$ cat config.mk
export PLATFORM = sky130hd
export DESIGN_NAME = gpc_pin_config_bank
export DESIGN_NICKNAME = d
export VERILOG_FILES = /design/src/rtl/gpc_pkg.sv /design/src/rtl/gpc_pin_config_bank.sv /design/src/rtl/gpc_pin_ctrl.sv
export VERILOG_INCLUDE_DIRS = /design/src /design/src/rtl
export SDC_FILE = /design/constraint.sdc
export NUM_CORES = 1
export LEC_CHECK = 0
export BUFFER_PORTS_ARGS = -buffer_cell sky130_fd_sc_hd__buf_2
export CORE_UTILIZATION = 40
export DETAILED_ROUTE_END_ITERATION = 10
export PLACE_DENSITY = 0.81
export SLEW_MARGIN = 10
export SYNTH_ARGS = -nofsm -noshare
export SYNTH_HDL_FRONTEND = slang
export SYNTH_SLANG_ARGS = --single-unit
$ cat constraint.sdc
create_clock -name clk_i -period 4.11 [get_ports clk_i]
set_input_delay 0.2055 -clock clk_i [delete_from_list [all_inputs] [get_ports clk_i]]
set_output_delay 0.2055 -clock clk_i [all_outputs]
set_load 0.01 [all_outputs]
$ cat src/rtl/gpc_params.svh
`ifndef GPC_PARAMS_SVH
`define GPC_PARAMS_SVH

// ********************************************************************
// Register indices (byte address is four times the index)
// ********************************************************************
`define GPC_IDX_PIN3      6'h1F
`define GPC_IDX_PINS5_6   6'h20
`define GPC_IDX_PINS7_8   6'h21
`define GPC_IDX_IN_LEVELS 6'h30

// ********************************************************************
// Reset values and masks
// ********************************************************************
`define GPC_RST_CFG       8'h00
`define GPC_PIN3_RW_MASK  8'h0F
`define GPC_STRAP_CODE    2'h3

// ********************************************************************
// Field positions
// ********************************************************************
`define GPC_HI_LEVEL      7
`define GPC_HI_DIR        5
`define GPC_HI_EN         4
`define GPC_LO_LEVEL      3
`define GPC_LO_REMOTE     2
`define GPC_LO_DIR        1
`define GPC_LO_EN         0

`endif

$ cat src/rtl/gpc_pkg.sv
package gpc_pkg;

  // Pad mode, coded as {orientation, pad enable}
  typedef enum logic [1:0] {
    GPC_FUNC_OUT = 2'h0,
    GPC_GPIO_OUT = 2'h1,
    GPC_TRISTATE = 2'h2,
    GPC_GPIO_IN  = 2'h3
  } gpc_mode_e;

  localparam int GPC_NUM_PADS = 6;

endpackage

$ cat src/rtl/gpc_pin_config_bank.sv
// Chosen here: the Avalon-MM register port.
`include "gpc_params.svh"

// Notes on behaviour
// RULE_01 - Second-port select moves pin 3 register control to second port pin 3.
// RULE_02 - Local level drives pad only in GPIO output mode without remote drive.
// RULE_03 - Pin 3 remote enable forces output carrying the remote serializer value.
// RULE_04 - Code {orientation,enable}: 00 functional, 10 tri-state, 01 GPIO out, 11 in.
// RULE_05 - Pin 3 orientation and enable come up as 1 when select is high.
// RULE_06 - Upper pin uses bits 7, 5, 4; lower pin uses bits 3, 1, 0.
// RULE_07 - Bit 0 pairs with bit 1 to form the lower pin mode code.
// RULE_08 - Pins 7/8 at 0x21 resetting to zero; pins 5/6 at 0x20.
// RULE_09 - Reserved bits read zero after reset and never affect pads.
module gpc_pin_config_bank #(
  parameter int ADDR_W = 8                   // Avalon byte address width
) (
  input  wire logic              clk_i,                // System clock, 40 MHz
  input  wire logic              sys_rst_i,            // Async reset, active high
  input  wire logic [ADDR_W-1:0] avs_address_i,        // Byte address
  input  wire logic              avs_read_i,           // Read request
  input  wire logic              avs_write_i,          // Write request
  input  wire logic [31:0]       avs_writedata_i,      // Write data
  input  wire logic [3:0]        avs_byteenable_i,     // Byte enables
  output logic      [31:0]       avs_readdata_o,       // Read data
  output logic                   avs_waitrequest_o,    // Wait request
  input  wire logic              second_port_select_i, // Second-port select
  input  wire logic              remote_pin3_i,        // Remote value for pin 3
  input  wire logic [5:0]        func_i,               // Functional outputs
  input  wire logic [5:0]        pad_i,                // Pad input levels
  output logic      [5:0]        pad_o,                // Pad output levels
  output logic      [5:0]        pad_oe_n_o            // Pad drive enables, low drives
);
  import gpc_pkg::*;

  // ********************************************************************
  // Bus decode
  // ********************************************************************
  logic       wait_q;
  logic       wait_d;
  logic [31:0] rdata_q;
  logic [31:0] rdata_d;
  logic [7:0] pin3_config_q;
  logic [7:0] pin3_config_d;
  logic [7:0] pins5_6_config_q;
  logic [7:0] pins5_6_config_d;
  logic [7:0] pins7_8_config_q;
  logic [7:0] pins7_8_config_d;
  logic       init_q;
  logic [5:0] in_levels;

  wire [5:0] reg_idx   = avs_address_i[7:2];
  wire       bus_req   = avs_read_i | avs_write_i;
  wire       capture   = bus_req & wait_q;
  wire       wr_fire   = avs_write_i & ~wait_q & avs_byteenable_i[0];
  wire       hit_pin3  = (reg_idx == `GPC_IDX_PIN3);
  wire       hit_p56   = (reg_idx == `GPC_IDX_PINS5_6);              // see RULE_08
  wire       hit_p78   = (reg_idx == `GPC_IDX_PINS7_8);              // see RULE_08
  wire       hit_inlvl = (reg_idx == `GPC_IDX_IN_LEVELS);
  wire       wr_pin3   = wr_fire & hit_pin3;
  wire       wr_p56    = wr_fire & hit_p56;
  wire       wr_p78    = wr_fire & hit_p78;

  // One wait state: request seen, answer next cycle, then idle again
  assign wait_d = ~capture;

  // Unmapped addresses read as zero and swallow writes
  wire [7:0] rd_byte = hit_pin3  ? pin3_config_q :
                       hit_p56   ? pins5_6_config_q :
                       hit_p78   ? pins7_8_config_q :
                       hit_inlvl ? {2'h0, in_levels} : 8'h00;
  assign rdata_d = capture ? {24'h000000, rd_byte} : rdata_q;

  // ********************************************************************
  // Configuration registers
  // ********************************************************************
  // Strap is taken one edge after reset release, never by the reset itself
  wire [1:0] pin3_boot_code = second_port_select_i ? `GPC_STRAP_CODE :       // see RULE_05
                                                     pin3_config_q[1:0];
  // Upper nibble of pin 3 is read-only zero
  assign pin3_config_d = !init_q ? {pin3_config_q[7:2], pin3_boot_code} :     // see RULE_05
                         wr_pin3 ? (avs_writedata_i[7:0] & `GPC_PIN3_RW_MASK) : // see RULE_09
                                   pin3_config_q;
  assign pins5_6_config_d = wr_p56 ? avs_writedata_i[7:0] : pins5_6_config_q;  // see RULE_08
  assign pins7_8_config_d = wr_p78 ? avs_writedata_i[7:0] : pins7_8_config_q;  // see RULE_08

  always_ff @(posedge clk_i or posedge sys_rst_i) begin
    if (sys_rst_i) begin
      wait_q           <= 1'b1;
      rdata_q          <= 32'h00000000;
      init_q           <= 1'b0;
      pin3_config_q    <= `GPC_RST_CFG;
      pins5_6_config_q <= `GPC_RST_CFG;
      pins7_8_config_q <= `GPC_RST_CFG;
    end else begin
      wait_q           <= wait_d;
      rdata_q          <= rdata_d;
      init_q           <= 1'b1;
      pin3_config_q    <= pin3_config_d;
      pins5_6_config_q <= pins5_6_config_d;
      pins7_8_config_q <= pins7_8_config_d;
    end
  end

  assign avs_waitrequest_o = wait_q;
  assign avs_readdata_o    = rdata_q;

  // ********************************************************************
  // Per-pad field selection
  // ********************************************************************
  // Pad order: 0 pin 3, 1 second port pin 3, 2 pin 5, 3 pin 6, 4 pin 7, 5 pin 8
  logic [5:0] level_w;
  logic [5:0] orient_w;
  logic [5:0] enable_w;
  logic [5:0] remote_w;

  // The pad not steered by the select is parked in tri-state
  wire sel = second_port_select_i;
  wire p3_lvl = pin3_config_q[`GPC_LO_LEVEL];
  wire p3_rem = pin3_config_q[`GPC_LO_REMOTE];
  wire p3_dir = pin3_config_q[`GPC_LO_DIR];
  wire p3_en  = pin3_config_q[`GPC_LO_EN];

  assign level_w[0]  = sel ? 1'b0 : p3_lvl;                                   // see RULE_01
  assign orient_w[0] = sel ? 1'b1 : p3_dir;                                   // see RULE_01
  assign enable_w[0] = sel ? 1'b0 : p3_en;                                    // see RULE_01
  assign remote_w[0] = sel ? 1'b0 : p3_rem;                                   // see RULE_01
  assign level_w[1]  = sel ? p3_lvl : 1'b0;                                   // see RULE_01
  assign orient_w[1] = sel ? p3_dir : 1'b1;                                   // see RULE_01
  assign enable_w[1] = sel ? p3_en  : 1'b0;                                   // see RULE_01
  assign remote_w[1] = sel ? p3_rem : 1'b0;                                   // see RULE_01

  // Bits 6 and 2 of the dual registers are stored but never reach a pad
  assign level_w[2]  = pins5_6_config_q[`GPC_LO_LEVEL];                      // see RULE_06
  assign orient_w[2] = pins5_6_config_q[`GPC_LO_DIR];                        // see RULE_07
  assign enable_w[2] = pins5_6_config_q[`GPC_LO_EN];                         // see RULE_07
  assign level_w[3]  = pins5_6_config_q[`GPC_HI_LEVEL];                      // see RULE_06
  assign orient_w[3] = pins5_6_config_q[`GPC_HI_DIR];                        // see RULE_06
  assign enable_w[3] = pins5_6_config_q[`GPC_HI_EN];                         // see RULE_06
  assign level_w[4]  = pins7_8_config_q[`GPC_LO_LEVEL];                      // see RULE_06
  assign orient_w[4] = pins7_8_config_q[`GPC_LO_DIR];                        // see RULE_07
  assign enable_w[4] = pins7_8_config_q[`GPC_LO_EN];                         // see RULE_07
  assign level_w[5]  = pins7_8_config_q[`GPC_HI_LEVEL];                      // see RULE_06
  assign orient_w[5] = pins7_8_config_q[`GPC_HI_DIR];                        // see RULE_06
  assign enable_w[5] = pins7_8_config_q[`GPC_HI_EN];                         // see RULE_06
  assign remote_w[5:2] = 4'h0;                                                // see RULE_09

  // ********************************************************************
  // Pad controllers
  // ********************************************************************
  genvar gi;
  generate
    for (gi = 0; gi < GPC_NUM_PADS; gi++) begin : g_pad
      gpc_pin_ctrl u_pin (
        .clk_i        (clk_i),
        .sys_rst_i    (sys_rst_i),
        .mode_i       (gpc_mode_e'({orient_w[gi], enable_w[gi]})),  // see RULE_04
        .level_i      (level_w[gi]),                                // see RULE_02
        .remote_en_i  (remote_w[gi]),                               // see RULE_03
        .remote_val_i (remote_pin3_i),
        .func_i       (func_i[gi]),
        .pad_i        (pad_i[gi]),
        .pad_o        (pad_o[gi]),
        .pad_oe_n_o   (pad_oe_n_o[gi]),
        .in_level_o   (in_levels[gi])
      );
    end
  endgenerate
endmodule // gpc_pin_config_bank

$ cat src/rtl/gpc_pin_ctrl.sv
module gpc_pin_ctrl (
  input  wire logic              clk_i,        // System clock
  input  wire logic              sys_rst_i,    // Async reset, active high
  input  wire gpc_pkg::gpc_mode_e mode_i,      // {orientation, pad enable}
  input  wire logic              level_i,      // Stored local output level
  input  wire logic              remote_en_i,  // Remote drive enable
  input  wire logic              remote_val_i, // Value from remote serializer
  input  wire logic              func_i,       // Functional output value
  input  wire logic              pad_i,        // Pad input level
  output logic                   pad_o,        // Pad output level
  output logic                   pad_oe_n_o,   // Pad drive enable, low drives
  output logic                   in_level_o    // Sampled pad level
);
  import gpc_pkg::*;

  // ********************************************************************
  // Drive selection
  // ********************************************************************
  logic pad_d;
  logic oe_n_d;

  // Remote drive outranks the mode code entirely
  assign pad_d  = remote_en_i ? remote_val_i :                   // see RULE_03
                  (mode_i == GPC_GPIO_OUT) ? level_i :           // see RULE_02
                  (mode_i == GPC_FUNC_OUT) ? func_i : 1'b0;      // see RULE_04
  assign oe_n_d = remote_en_i ? 1'b0 :                           // see RULE_03
                  mode_i[1];                                     // see RULE_04

  always_ff @(posedge clk_i or posedge sys_rst_i) begin
    if (sys_rst_i) begin
      pad_o      <= 1'b0;
      pad_oe_n_o <= 1'b1;
      in_level_o <= 1'b0;
    end else begin
      pad_o      <= pad_d;
      pad_oe_n_o <= oe_n_d;
      in_level_o <= pad_i;
    end
  end
endmodule // gpc_pin_ctrl

==> results of run 1 <==
==> metrics by stage <==
| stage | instance area, sq um | std cells |
|---|---|---|
| after global routing | 2620 | 308 |
| final | 2620 | 308 |
| after CTS | 2620 | 308 |
| after detailed placement | 2450 | 294 |
| after global placement | 2450 | 294 |
| after floorplan | 2390 | 209 |
==> cell type report <==
type	count	area share [%]
inverter	3	0.430
tap	72	3.44
multi-input combinational	117	33.0
clock buffer	6	2.77
sequential	48	46.2
clock inverter	2	1.34
timing repair buffer	60	12.7
==> flip-flops by register name, summed over array words and instances, names as in the netlist <==
name,flops
avs_readdata_o,8
pins5_6_config_q,8
pins7_8_config_q,8
g_pad.u_pin.in_level_o,6
g_pad.u_pin.pad_o,6
g_pad.u_pin.pad_oe_n_o,6
pin3_config_q,4
avs_waitrequest_o,1
init_q,1
==> timing repair <==
item	4_1_cts	5_1_grt
hold buffers	6	0
hold endpoints to repair	6	0
setup buffers	0	0
==> metal layers <==
layer | wire length (um) | track usage (%) | up-vias
li1 | - | - | 703
met1 | 1900 | 19.4 | 695
met2 | 1820 | 21.2 | 60
met3 | 213 | 3.65 | 8
met4 | 78 | 6.79 | 0
met5 | 0 | 0 | -
==> cells by family (layout without fill, tap and decap cells) <==
group | after synthesis | in the layout | synth area share [%]
multiplexers | 30 | 30 | 14.0
buffers and inverters | 44 | 71 | 13.6
other | 2 | 25 | 0.326
AND/OR/NAND/NOR | 33 | 33 | 9.68
flip-flops | 48 | 48 | 52.6
AO/OA/AOI/OAI | 29 | 29 | 9.79
==> worst max-delay path: cells and delay by family, from the launching register on <==
| kind | cells | cell delay, ps |
|---|---|---|
| multiplexers | 1 | 410 |
| flip-flops | 1 | 400 |
| AND/OR/NAND/NOR | 2 | 870 |
==> power by group <==
part	total (mW)	internal, mW	leakage (nW)	switching, mW
logic	0.0948	0.0417	0.672	0.0531
registers	0.505	0.493	0.607	0.0121
clock network	0.333	0.181	0.0552	0.153
total	0.933	0.715	1.33	0.218
==> placed cells by master, fill, tap and decap left out, types with 2 or more instances in the layout <==
cell,instances
o211a_1,4
a22o_1,2
nor2b_1,6
dfstp_2,7
nand2_1,4
o2bb2ai_1,2
buf_2,53
nand2b_1,4
nor2_1,6
o31ai_1,2
conb_1,25
o21ai_0,7
clkbuf_8,5
dfrtp_1,41
a2bb2oi_1,4
a32oi_1,4
mux2_2,18
a311oi_1,2
mux2i_1,12
and4_1,3
inv_1,2
nor3_1,2
dlygate4sd3_1,6
==> worst max-delay path by stage <==
stage	startpoint	endpoint	slack [ps]	cells after the start
floorplan	avs_address_i[3]	pins5_6_config_q[0]	2440	3
global placement	avs_address_i[3]	pins7_8_config_q[2]	2090	4
detailed placement	avs_address_i[3]	pins7_8_config_q[0]	2090	4
CTS	avs_waitrequest_o	pins5_6_config_q[5]	2300	3
global route	avs_address_i[3]	pins7_8_config_q[5]	2220	4
finish	avs_waitrequest_o	pins5_6_config_q[3]	2310	3
==> impl_metrics.py, run 1 <==
metrics = {
    "status": {
        "outcome": "completed",
    },
    "timing": {
        "rsz0062_at_grt": "false",
        "final_max_slew_viol_count": 0,
        "setup_violations": 0,
        "post-route-period-util_pct": 43.7,
        "relSlewSlack_pct": 36.1,
        "hold_viol_final": 0,
        "worstMarginPinSlew_ps": 958,
        "min_period_ps": 1800,
        "max_freq_mhz": 556,
        "tns_ps": 0,
        "whs_ps": 90.8,
        "fin_ws_ps": 2310,
        "final.setup_skew_ps": 7.39,
    },
    "global_route": {
        "grt_pass1_vias": 1295,
        "gr-usage-all-layers_pct": 14.3,
        "antenna_found_initial": 0,
        "grt_pass1_wl_mm": 6.42,
        "grt_max_degree": 49,
        "overflow": 0,
    },
    "critical_path": {
        "r2r_end": "pins5_6_config_q[3]",
        "start_kind": "flip-flop",
        "crit_path_end_kind": "flip-flop",
        "cp_data_arrival_time_ps": 1980,
        "cp_max_fo": 8,
        "slowest_stage": "nor4b_4",
        "r2r_start": "avs_waitrequest_o",
        "crit_type": "flip-flop to flip-flop",
        "reg2reg_depth": 3,
        "cp_cell_sequence": "and3b_2 -> nor4b_4 -> mux2_2",
        "rrSetupSlack_ps": 2310,
        "slowest_delay_ps": 580,
        "cp.required_ps": 4300,
    },
    "routing": {
        "drc": 0,
        "via_per_inst": 4.76,
        "ant_nets": 0,
        "routedWlPerCell_um": 13.0,
        "num_vias": 1466,
        "drtPass1Iterations": 4,
        "drt-initial-drc-count": 75,
        "drt_wl_total_mm": 4.00,
    },
    "clock_network": {
        "postCtsResizedCells": 0,
        "clockBufferDepth": 2,
        "cts_tree": "built",
        "htreeDepth": 2,
        "clkSinkCount": 48,
        "clockRootBuffer": "clkbuf_8",
        "path_clk_slew_ps": 80,
        "insertion_delay_ps": 300,
        "cts_buffers": 5,
    },
    "logic_synthesis": {
        "yosysSeqAreaShare_pct": 52.6,
        "netlist_instances": 186,
        "ys_types": 34,
        "synth_area_sq_um": 2300,
        "synth_warnings": 0,
        "synth_area_leaders": "dfrtp_1 45%, buf_4 12%, mux2_2 8.8%, dfstp_2 8.0%, mux2i_1 5.2%",
        "yosysMostFrequentCell": "dfrtp_1",
        "yosys.area.top_type": "dfrtp_1",
        "synthTopCellsByCount": "41 x dfrtp_1, 36 x buf_4, 18 x mux2_2, 12 x mux2i_1",
        "ys_seq_elements": 48,
        "synth.top_cell.area_share_pct": 44.6,
        "synth_ff_type": "dfrtp_1",
        "async_flop_share_pct": 100,
        "synth_edf_count": 0,
        "avgSynthCellArea_sq_um": 12.4,
    },
    "floorplanning": {
        "die_area_sq_um": 6060,
        "die_x_um": 77.8,
        "initial_utilization_pct": 41.5,
        "core_area_sq_um": 5540,
        "io_pins": 107,
        "fp.dieH_um": 77.8,
        "rows": 27,
    },
    "final_layout": {
        "nets": 297,
        "syn_to_final_growth_pct": 13.7,
        "final_core_utilization_pct": 47.2,
        "final-seq-area_sq_um": 1210,
        "multi_input_area_sq_um": 865,
        "num_antenna_cells": 0,
        "fillers": 509,
        "drive_gt1_share_pct": 38.6,
    },
    "power": {
        "cellLeakagePower_nw": 1.33,
        "p_per_area_nw_per_um2": 357,
        "power_mw": 0.933,
        "ir_drop_v": 0.000200,
    },
    "worst_hold_path": {
        "holdPathEnd": "g_pad[1].u_pin.pad_oe_n_o",
        "min_from": "second_port_select_i",
        "hold_class": "primary input to flip-flop",
        "whs_path_depth": 2,
    },
    "placement": {
        "io_buffers": 53,
        "routabilityCongestion": 0.815,
        "dp_hpwl_mm": 2.97,
        "pre_cts_slack_ps": 2090,
    },
    "flow_run": {
        "maxCapViolations": 0,
    },
}
Power figures use the tool's default switching activity.
==> inputs of run 2 (changes only) <==
--- a/config.mk
+++ b/config.mk
@@ -6,10 +6,11 @@
 export SDC_FILE = /design/constraint.sdc
 export NUM_CORES = 1
 export LEC_CHECK = 0
+export ABC_AREA = 1
 export BUFFER_PORTS_ARGS = -buffer_cell sky130_fd_sc_hd__buf_2
 export CORE_UTILIZATION = 40
 export DETAILED_ROUTE_END_ITERATION = 10
-export PLACE_DENSITY = 0.81
+export PLACE_DENSITY = 0.83
 export SLEW_MARGIN = 10
 export SYNTH_ARGS = -nofsm -noshare
 export SYNTH_HDL_FRONTEND = slang
==> constraint.sdc (replaced) <==
create_clock -name clk_i -period 1.6 [get_ports clk_i]
set_input_delay 0.08 -clock clk_i [delete_from_list [all_inputs] [get_ports clk_i]]
set_output_delay 0.08 -clock clk_i [all_outputs]
set_load 0.01 [all_outputs]
==> impl_metrics.py, run 2 <==
metrics = {
    "status": {
        "outcome": "completed",
    },
    "logic_synthesis": {
        "netlist_instances": 256,
        "yosysMostFrequentCell": "nand2_1",
        "yosysSeqAreaShare_pct": 50.6,
        "synth.top_cell.area_share_pct": 42.9,
        "synth_area_sq_um": 2390,
        "yosys.area.top_type": "dfrtp_1",
        "synth_ff_type": "dfrtp_1",
        "synth_area_leaders": "dfrtp_1 43%, buf_4 12%, dfstp_2 7.7%, nand2_1 7.4%, o21ai_2 5.9%",
        "synthAdderAreaFrac_pct": 0,
        "synth_top_family_by_area": "simple AND/OR/NAND/NOR gates",
        "synth_edf_count": 0,
        "avgSynthCellArea_sq_um": 9.34,
        "synthTopCellsByCount": "47 x nand2_1, 41 x dfrtp_1, 38 x buf_4, 23 x inv_1, 23 x nor2_1",
        "synth-simple-area-share_pct": 22.3,
        "async_flop_share_pct": 100,
        "synth_warnings": 0,
        "muxShareOfSynthArea_pct": 0,
        "ys_seq_elements": 48,
        "synthXorXnorAreaFrac_pct": 0,
        "ys_types": 25,
        "synth-compound-area-share_pct": 9.74,
    },
    "critical_path": {
        "cp_cell_sequence": "nor2_2 -> nand4_4 -> nand2_1 -> o21ai_2",
        "start_kind": "flip-flop",
        "slowest_delay_ps": 380,
        "cp.required_ps": 1790,
        "cp_max_fo": 16,
        "crit_type": "flip-flop to flip-flop",
        "cp_data_arrival_time_ps": 1570,
        "slowest_stage": "dfstp_2",
        "crit_path_end_kind": "flip-flop",
    },
    "power": {
        "switching_share_pct": 26.2,
        "pwr-share-seq_pct": 55.2,
        "power_switching_mw": 0.627,
        "combinationalPowerShare_pct": 13.6,
        "p_int_mw": 1.76,
        "cellLeakagePower_nw": 1.42,
        "power_mw": 2.39,
        "ir_drop_v": 0.000301,
        "clockPowerShare_pct": 31.1,
        "p_per_area_nw_per_um2": 871,
    },
    "global_route": {
        "gr-usage-all-layers_pct": 15.4,
        "overflow": 0,
        "grt_pass1_wl_mm": 7.34,
        "grt_pass1_vias": 1623,
        "grt_max_degree": 26,
        "antenna_found_initial": 0,
    },
    "final_layout": {
        "nets": 373,
        "num_antenna_cells": 0,
        "fillers": 527,
        "layout_common_cells": "53 x buf_2, 47 x nand2_1, 41 x dfrtp_1, 25 x conb_1, 23 x nor2_1",
        "finalNonFillerCells": 384,
        "syn_to_final_growth_pct": 14.9,
        "layout_commonest_cell": "buf_2",
        "drive_gt1_share_pct": 34.0,
    },
    "clock_network": {
        "cts_buffers": 5,
        "htreeDepth": 2,
        "clockRootBuffer": "clkbuf_8",
        "clkSinkCount": 48,
        "clockBufferDepth": 2,
        "cts_tree": "built",
        "insertion_delay_ps": 300,
        "path_clk_slew_ps": 90,
        "cts_setup_buffers": 0,
    },
    "placement": {
        "io_buffers": 53,
        "placed_cells": 368,
        "routabilityCongestion": 0.850,
        "dp_hpwl_mm": 3.40,
    },
    "timing": {
        "hold_viol_final": 0,
        "tns_ps": 0,
        "setup_violations": 0,
        "final.setup_skew_ps": 8.87,
        "post-route-period-util_pct": 85.7,
        "min_period_ps": 1370,
        "max_freq_mhz": 729,
        "rsz0062_at_grt": "false",
        "final_max_slew_viol_count": 0,
        "relSlewSlack_pct": 66.3,
        "worstMarginPinSlew_ps": 504,
    },
    "floorplanning": {
        "io_pins": 107,
        "core_area_sq_um": 5640,
        "die_area_sq_um": 6290,
        "initial_utilization_pct": 42.4,
        "die_x_um": 79.3,
        "fp.dieH_um": 79.3,
        "rows": 27,
    },
    "routing": {
        "via_per_inst": 4.62,
        "num_vias": 1773,
        "drc": 0,
        "drt_wl_total_mm": 4.37,
        "routedWlPerCell_um": 11.4,
        "ant_nets": 0,
        "drt-initial-drc-count": 62,
        "drtPass1Iterations": 4,
    },
    "worst_hold_path": {
        "hold_class": "primary input to flip-flop",
    },
    "flow_run": {
        "maxCapViolations": 0,
    },
}
## run 2: changes by cell type after synthesis, sizes merged, moves of 16 or more
cell / before / now
nand2: 4 / 50
nor2: 6 / 30
inv: 3 / 25
mux2: 18 / 0
o21ai: 7 / 24
nand4: 0 / 16
## run 2: what timing repair did
item,CTS,global route
endpoints found under the setup margin,0,0
hold buffers,8,0
resized for setup,0,0
hold endpoints to repair,29,0
## run 2: final timing paths
check / end / from / slack, ps / cells after the start
worst min register to register: g_pad[5].u_pin.pad_oe_n_o / pins7_8_config_q[5] / 430 / 0
max in group asynchronous: avs_waitrequest_o / sys_rst_i / 670 / 4
worst max-delay path: pins5_6_config_q[3] / avs_waitrequest_o / 230 / 4
worst max register to register: pins5_6_config_q[3] / avs_waitrequest_o / 230 / 4
min in group asynchronous: g_pad[5].u_pin.pad_o / sys_rst_i / 350 / 3
worst min-delay path: g_pad[0].u_pin.pad_o / remote_pin3_i / 20 / 3
## run 2: cells by family after synthesis
family          after synthesis
simple gates                109
buf+inv                      66
flops                        48
compound gates               31
other cells                   2
## run 2: layout make-up
| class | count | area, sq um | share of cell area (%) |
|---|---|---|---|
| flip-flops and latches | 48 | 1210 | 44.1 |
| multi-input cells | 165 | 860 | 31.3 |
| repair buffers | 66 | 395 | 14.4 |
| inverters | 25 | 93.8 | 3.42 |
| well taps | 72 | 90.1 | 3.28 |
| clock buffers | 6 | 82.6 | 3.01 |
| clock inverters | 2 | 13.8 | 0.501 |
## run 2: per-stage QoR
stage	utilization [%]	setup slack [ps]	instance area, sq um	hold WS [ps]
after CTS	48.7	228	2750	13.3
after global routing	48.7	145	2750	32.4
after floorplan	-	387	2480	111
after global placement	45.5	288	2570	131
final	48.7	228	2750	17.0
after detailed placement	45.5	268	2570	143
## run 2: layer usage
metal  track usage, %  wire [um]  vias up
li1                 -          -      879
met1             18.1       1840      812
met2             26.1       2190       73
met3             4.25        257        9
met4             7.09         86        0
met5                0          0        -
## run 2: power by group through the flow
stage / registers, mW / clock network, mW / logic, mW
6_report: 1.32 / 0.744 / 0.326
2_1_floorplan: 1.35 / 0 / 0.242
5_1_grt: 1.33 / 0.814 / 0.367
3_5_place_dp: 1.35 / 0 / 0.313
3_3_place_gp: 1.34 / 0 / 0.304
4_1_cts: 1.32 / 0.763 / 0.329
## run 2: worst max-delay path: cells and delay by family (launching register included)
| kind | cells | cell delay [ps] |
|---|---|---|
| flops | 1 | 380 |
| simple gates | 3 | 810 |
| compound gates | 1 | 60 |
==> inputs of run 3 (changes only) <==
--- a/config.mk
+++ b/config.mk
@@ -8,9 +8,11 @@
 export LEC_CHECK = 0
 export ABC_AREA = 1
 export BUFFER_PORTS_ARGS = -buffer_cell sky130_fd_sc_hd__buf_2
-export CORE_UTILIZATION = 40
+export CELL_PAD_IN_SITES_DETAIL_PLACEMENT = 0
+export CELL_PAD_IN_SITES_GLOBAL_PLACEMENT = 2
+export CORE_UTILIZATION = 24
 export DETAILED_ROUTE_END_ITERATION = 10
-export PLACE_DENSITY = 0.83
+export PLACE_DENSITY = 0.87
 export SLEW_MARGIN = 10
 export SYNTH_ARGS = -nofsm -noshare
 export SYNTH_HDL_FRONTEND = slang
==> impl_metrics.py, run 3 (synthesis gave the netlist of run 2 again) <==
metrics = {
    "floorplanning": {
        "die_area_sq_um": 10400,
        "die_x_um": 102,
        "fp.dieH_um": 102,
        "rows": 36,
        "initial_utilization_pct": 24.6,
        "io_pins": 107,
        "core_area_sq_um": 9730,
    },
    "final_layout": {
        "layout_common_cells": "53 x buf_2, 47 x nand2_1, 41 x dfrtp_1, 25 x conb_1, 23 x nor2_1",
        "nets": 374,
        "final_core_utilization_pct": 29.1,
        "layout_commonest_cell": "buf_2",
        "multi_input_area_sq_um": 860,
        "num_antenna_cells": 0,
        "finalNonFillerCells": 446,
        "final-seq-area_sq_um": 1210,
        "syn_to_final_growth_pct": 18.3,
        "fillers": 1065,
        "drive_gt1_share_pct": 33.9,
    },
    "routing": {
        "drtPass1Iterations": 4,
        "ant_nets": 0,
        "routedWlPerCell_um": 10.9,
        "num_vias": 1705,
        "drt-initial-drc-count": 145,
        "drc": 0,
        "via_per_inst": 3.82,
        "drt_wl_total_mm": 4.86,
    },
    "critical_path": {
        "cp.required_ps": 1780,
        "rrSetupSlack_ps": 220,
        "setup.worst_path.start": "avs_waitrequest_o",
        "r2r_end": "pins5_6_config_q[0]",
        "crit_path_end_kind": "flip-flop",
        "start_kind": "flip-flop",
        "cp_max_fo": 16,
        "cp_data_arrival_time_ps": 1560,
        "crit_type": "flip-flop to flip-flop",
        "reg2reg_depth": 4,
        "r2r_start": "avs_waitrequest_o",
        "cp-endpoint": "pins5_6_config_q[0]",
    },
    "timing": {
        "max_freq_mhz": 727,
        "min_period_ps": 1380,
        "whs_ps": 38.1,
        "rsz0062_at_grt": "false",
        "tns_ps": 0,
        "final.setup_skew_ps": 10.7,
        "hold_viol_final": 0,
        "setup_violations": 0,
        "post-route-period-util_pct": 86.0,
        "final_max_slew_viol_count": 0,
    },
    "clock_network": {
        "cts_tree": "built",
        "cts_setup_buffers": 0,
        "path_clk_slew_ps": 90,
        "htreeDepth": 2,
        "clkSinkCount": 48,
        "insertion_delay_ps": 300,
        "clockBufferDepth": 2,
        "clockRootBuffer": "clkbuf_8",
        "cts_buffers": 5,
    },
    "placement": {
        "dp_hpwl_mm": 3.79,
        "routabilityCongestion": 0.747,
        "placed_cells": 430,
        "io_buffers": 53,
    },
    "power": {
        "clockPowerShare_pct": 31.1,
        "switching_share_pct": 26.4,
        "combinationalPowerShare_pct": 13.8,
        "cellLeakagePower_nw": 1.42,
        "power_switching_mw": 0.635,
        "pwr-share-seq_pct": 55.1,
        "p_per_area_nw_per_um2": 849,
        "power_mw": 2.40,
        "p_int_mw": 1.77,
        "ir_drop_v": 0.000331,
    },
    "global_route": {
        "gr-usage-all-layers_pct": 9.68,
        "met1_usage_pct": 13.0,
        "grt_max_degree": 24,
        "busiest_layer": "met2",
        "grt_pass1_wl_mm": 7.69,
        "overflow": 0,
        "antenna_found_initial": 0,
        "grtUsageMet2_pct": 15.6,
        "use_met3_pct": 2.00,
        "grt_pass1_vias": 1625,
    },
    "flow_run": {
        "maxCapViolations": 0,
    },
    "status": {
        "outcome": "completed",
    },
    "worst_hold_path": {
        "hold_class": "primary input to flip-flop",
        "whs_path_depth": 3,
    },
}
## run 3: cell types whose count changed in the layout (fill, tap and decap cells not counted), sizes merged
| cell | change |
|---|---|
| buf | +1 |
| clkbuf | +1 |
| clkinv | -1 |
| clkinvlp | +1 |
| inv | -1 |
## run 3: per-stage QoR
stage               worst slack (ps)  instance area (sq um)
floorplan                        387                   2480
global placement                 254                   2650
detailed placement               246                   2650
CTS                              232                   2830
global route                     143                   2830
finish                           224                   2830
## run 3: area by class of cell
cell class,instances,area share [%]
flip-flops and latches,48,42.8
multi-input cells,165,30.4
repair buffers,67,14.3
well taps,133,5.89
inverters,25,3.32
clock buffers,7,3.05
clock inverters,1,0.266
## run 3: worst min-delay path by stage
stage | startpoint | to | slack (ps)
floorplan | pad_i[0] | g_pad[0].u_pin.in_level_o | 110
global placement | sys_rst_i | pins7_8_config_q[1] | 90
detailed placement | sys_rst_i | g_pad[0].u_pin.in_level_o | 100
CTS | func_i[4] | g_pad[4].u_pin.pad_o | 40
global route | func_i[3] | g_pad[3].u_pin.pad_o | 40
finish | func_i[4] | g_pad[4].u_pin.pad_o | 40
## run 3: metal layers
layer	routed length, um	vias up
li1	-	879
met1	2370	775
met2	2240	49
met3	199	2
met4	41	0
met5	0	-
## run 3: power by group through the flow
stage / logic (mW) / clock network [mW] / registers (mW)
2_1_floorplan: 0.242 / 0 / 1.35
3_3_place_gp: 0.317 / 0 / 1.35
3_5_place_dp: 0.321 / 0 / 1.35
4_1_cts: 0.336 / 0.767 / 1.32
5_1_grt: 0.375 / 0.828 / 1.33
6_report: 0.331 / 0.746 / 1.32
## run 3: critical path, cell delays in order, from the launching register on
cell     delay (ps)
dfstp_2         390
nor2_2          290
nand4_4         340
nand2_1         180
o21ai_2          60
## run 3: repair_timing
action                    4_1_cts  5_1_grt
gates resized for setup         0        0
hold endpoints to repair       19        0
hold buffers                    8        0
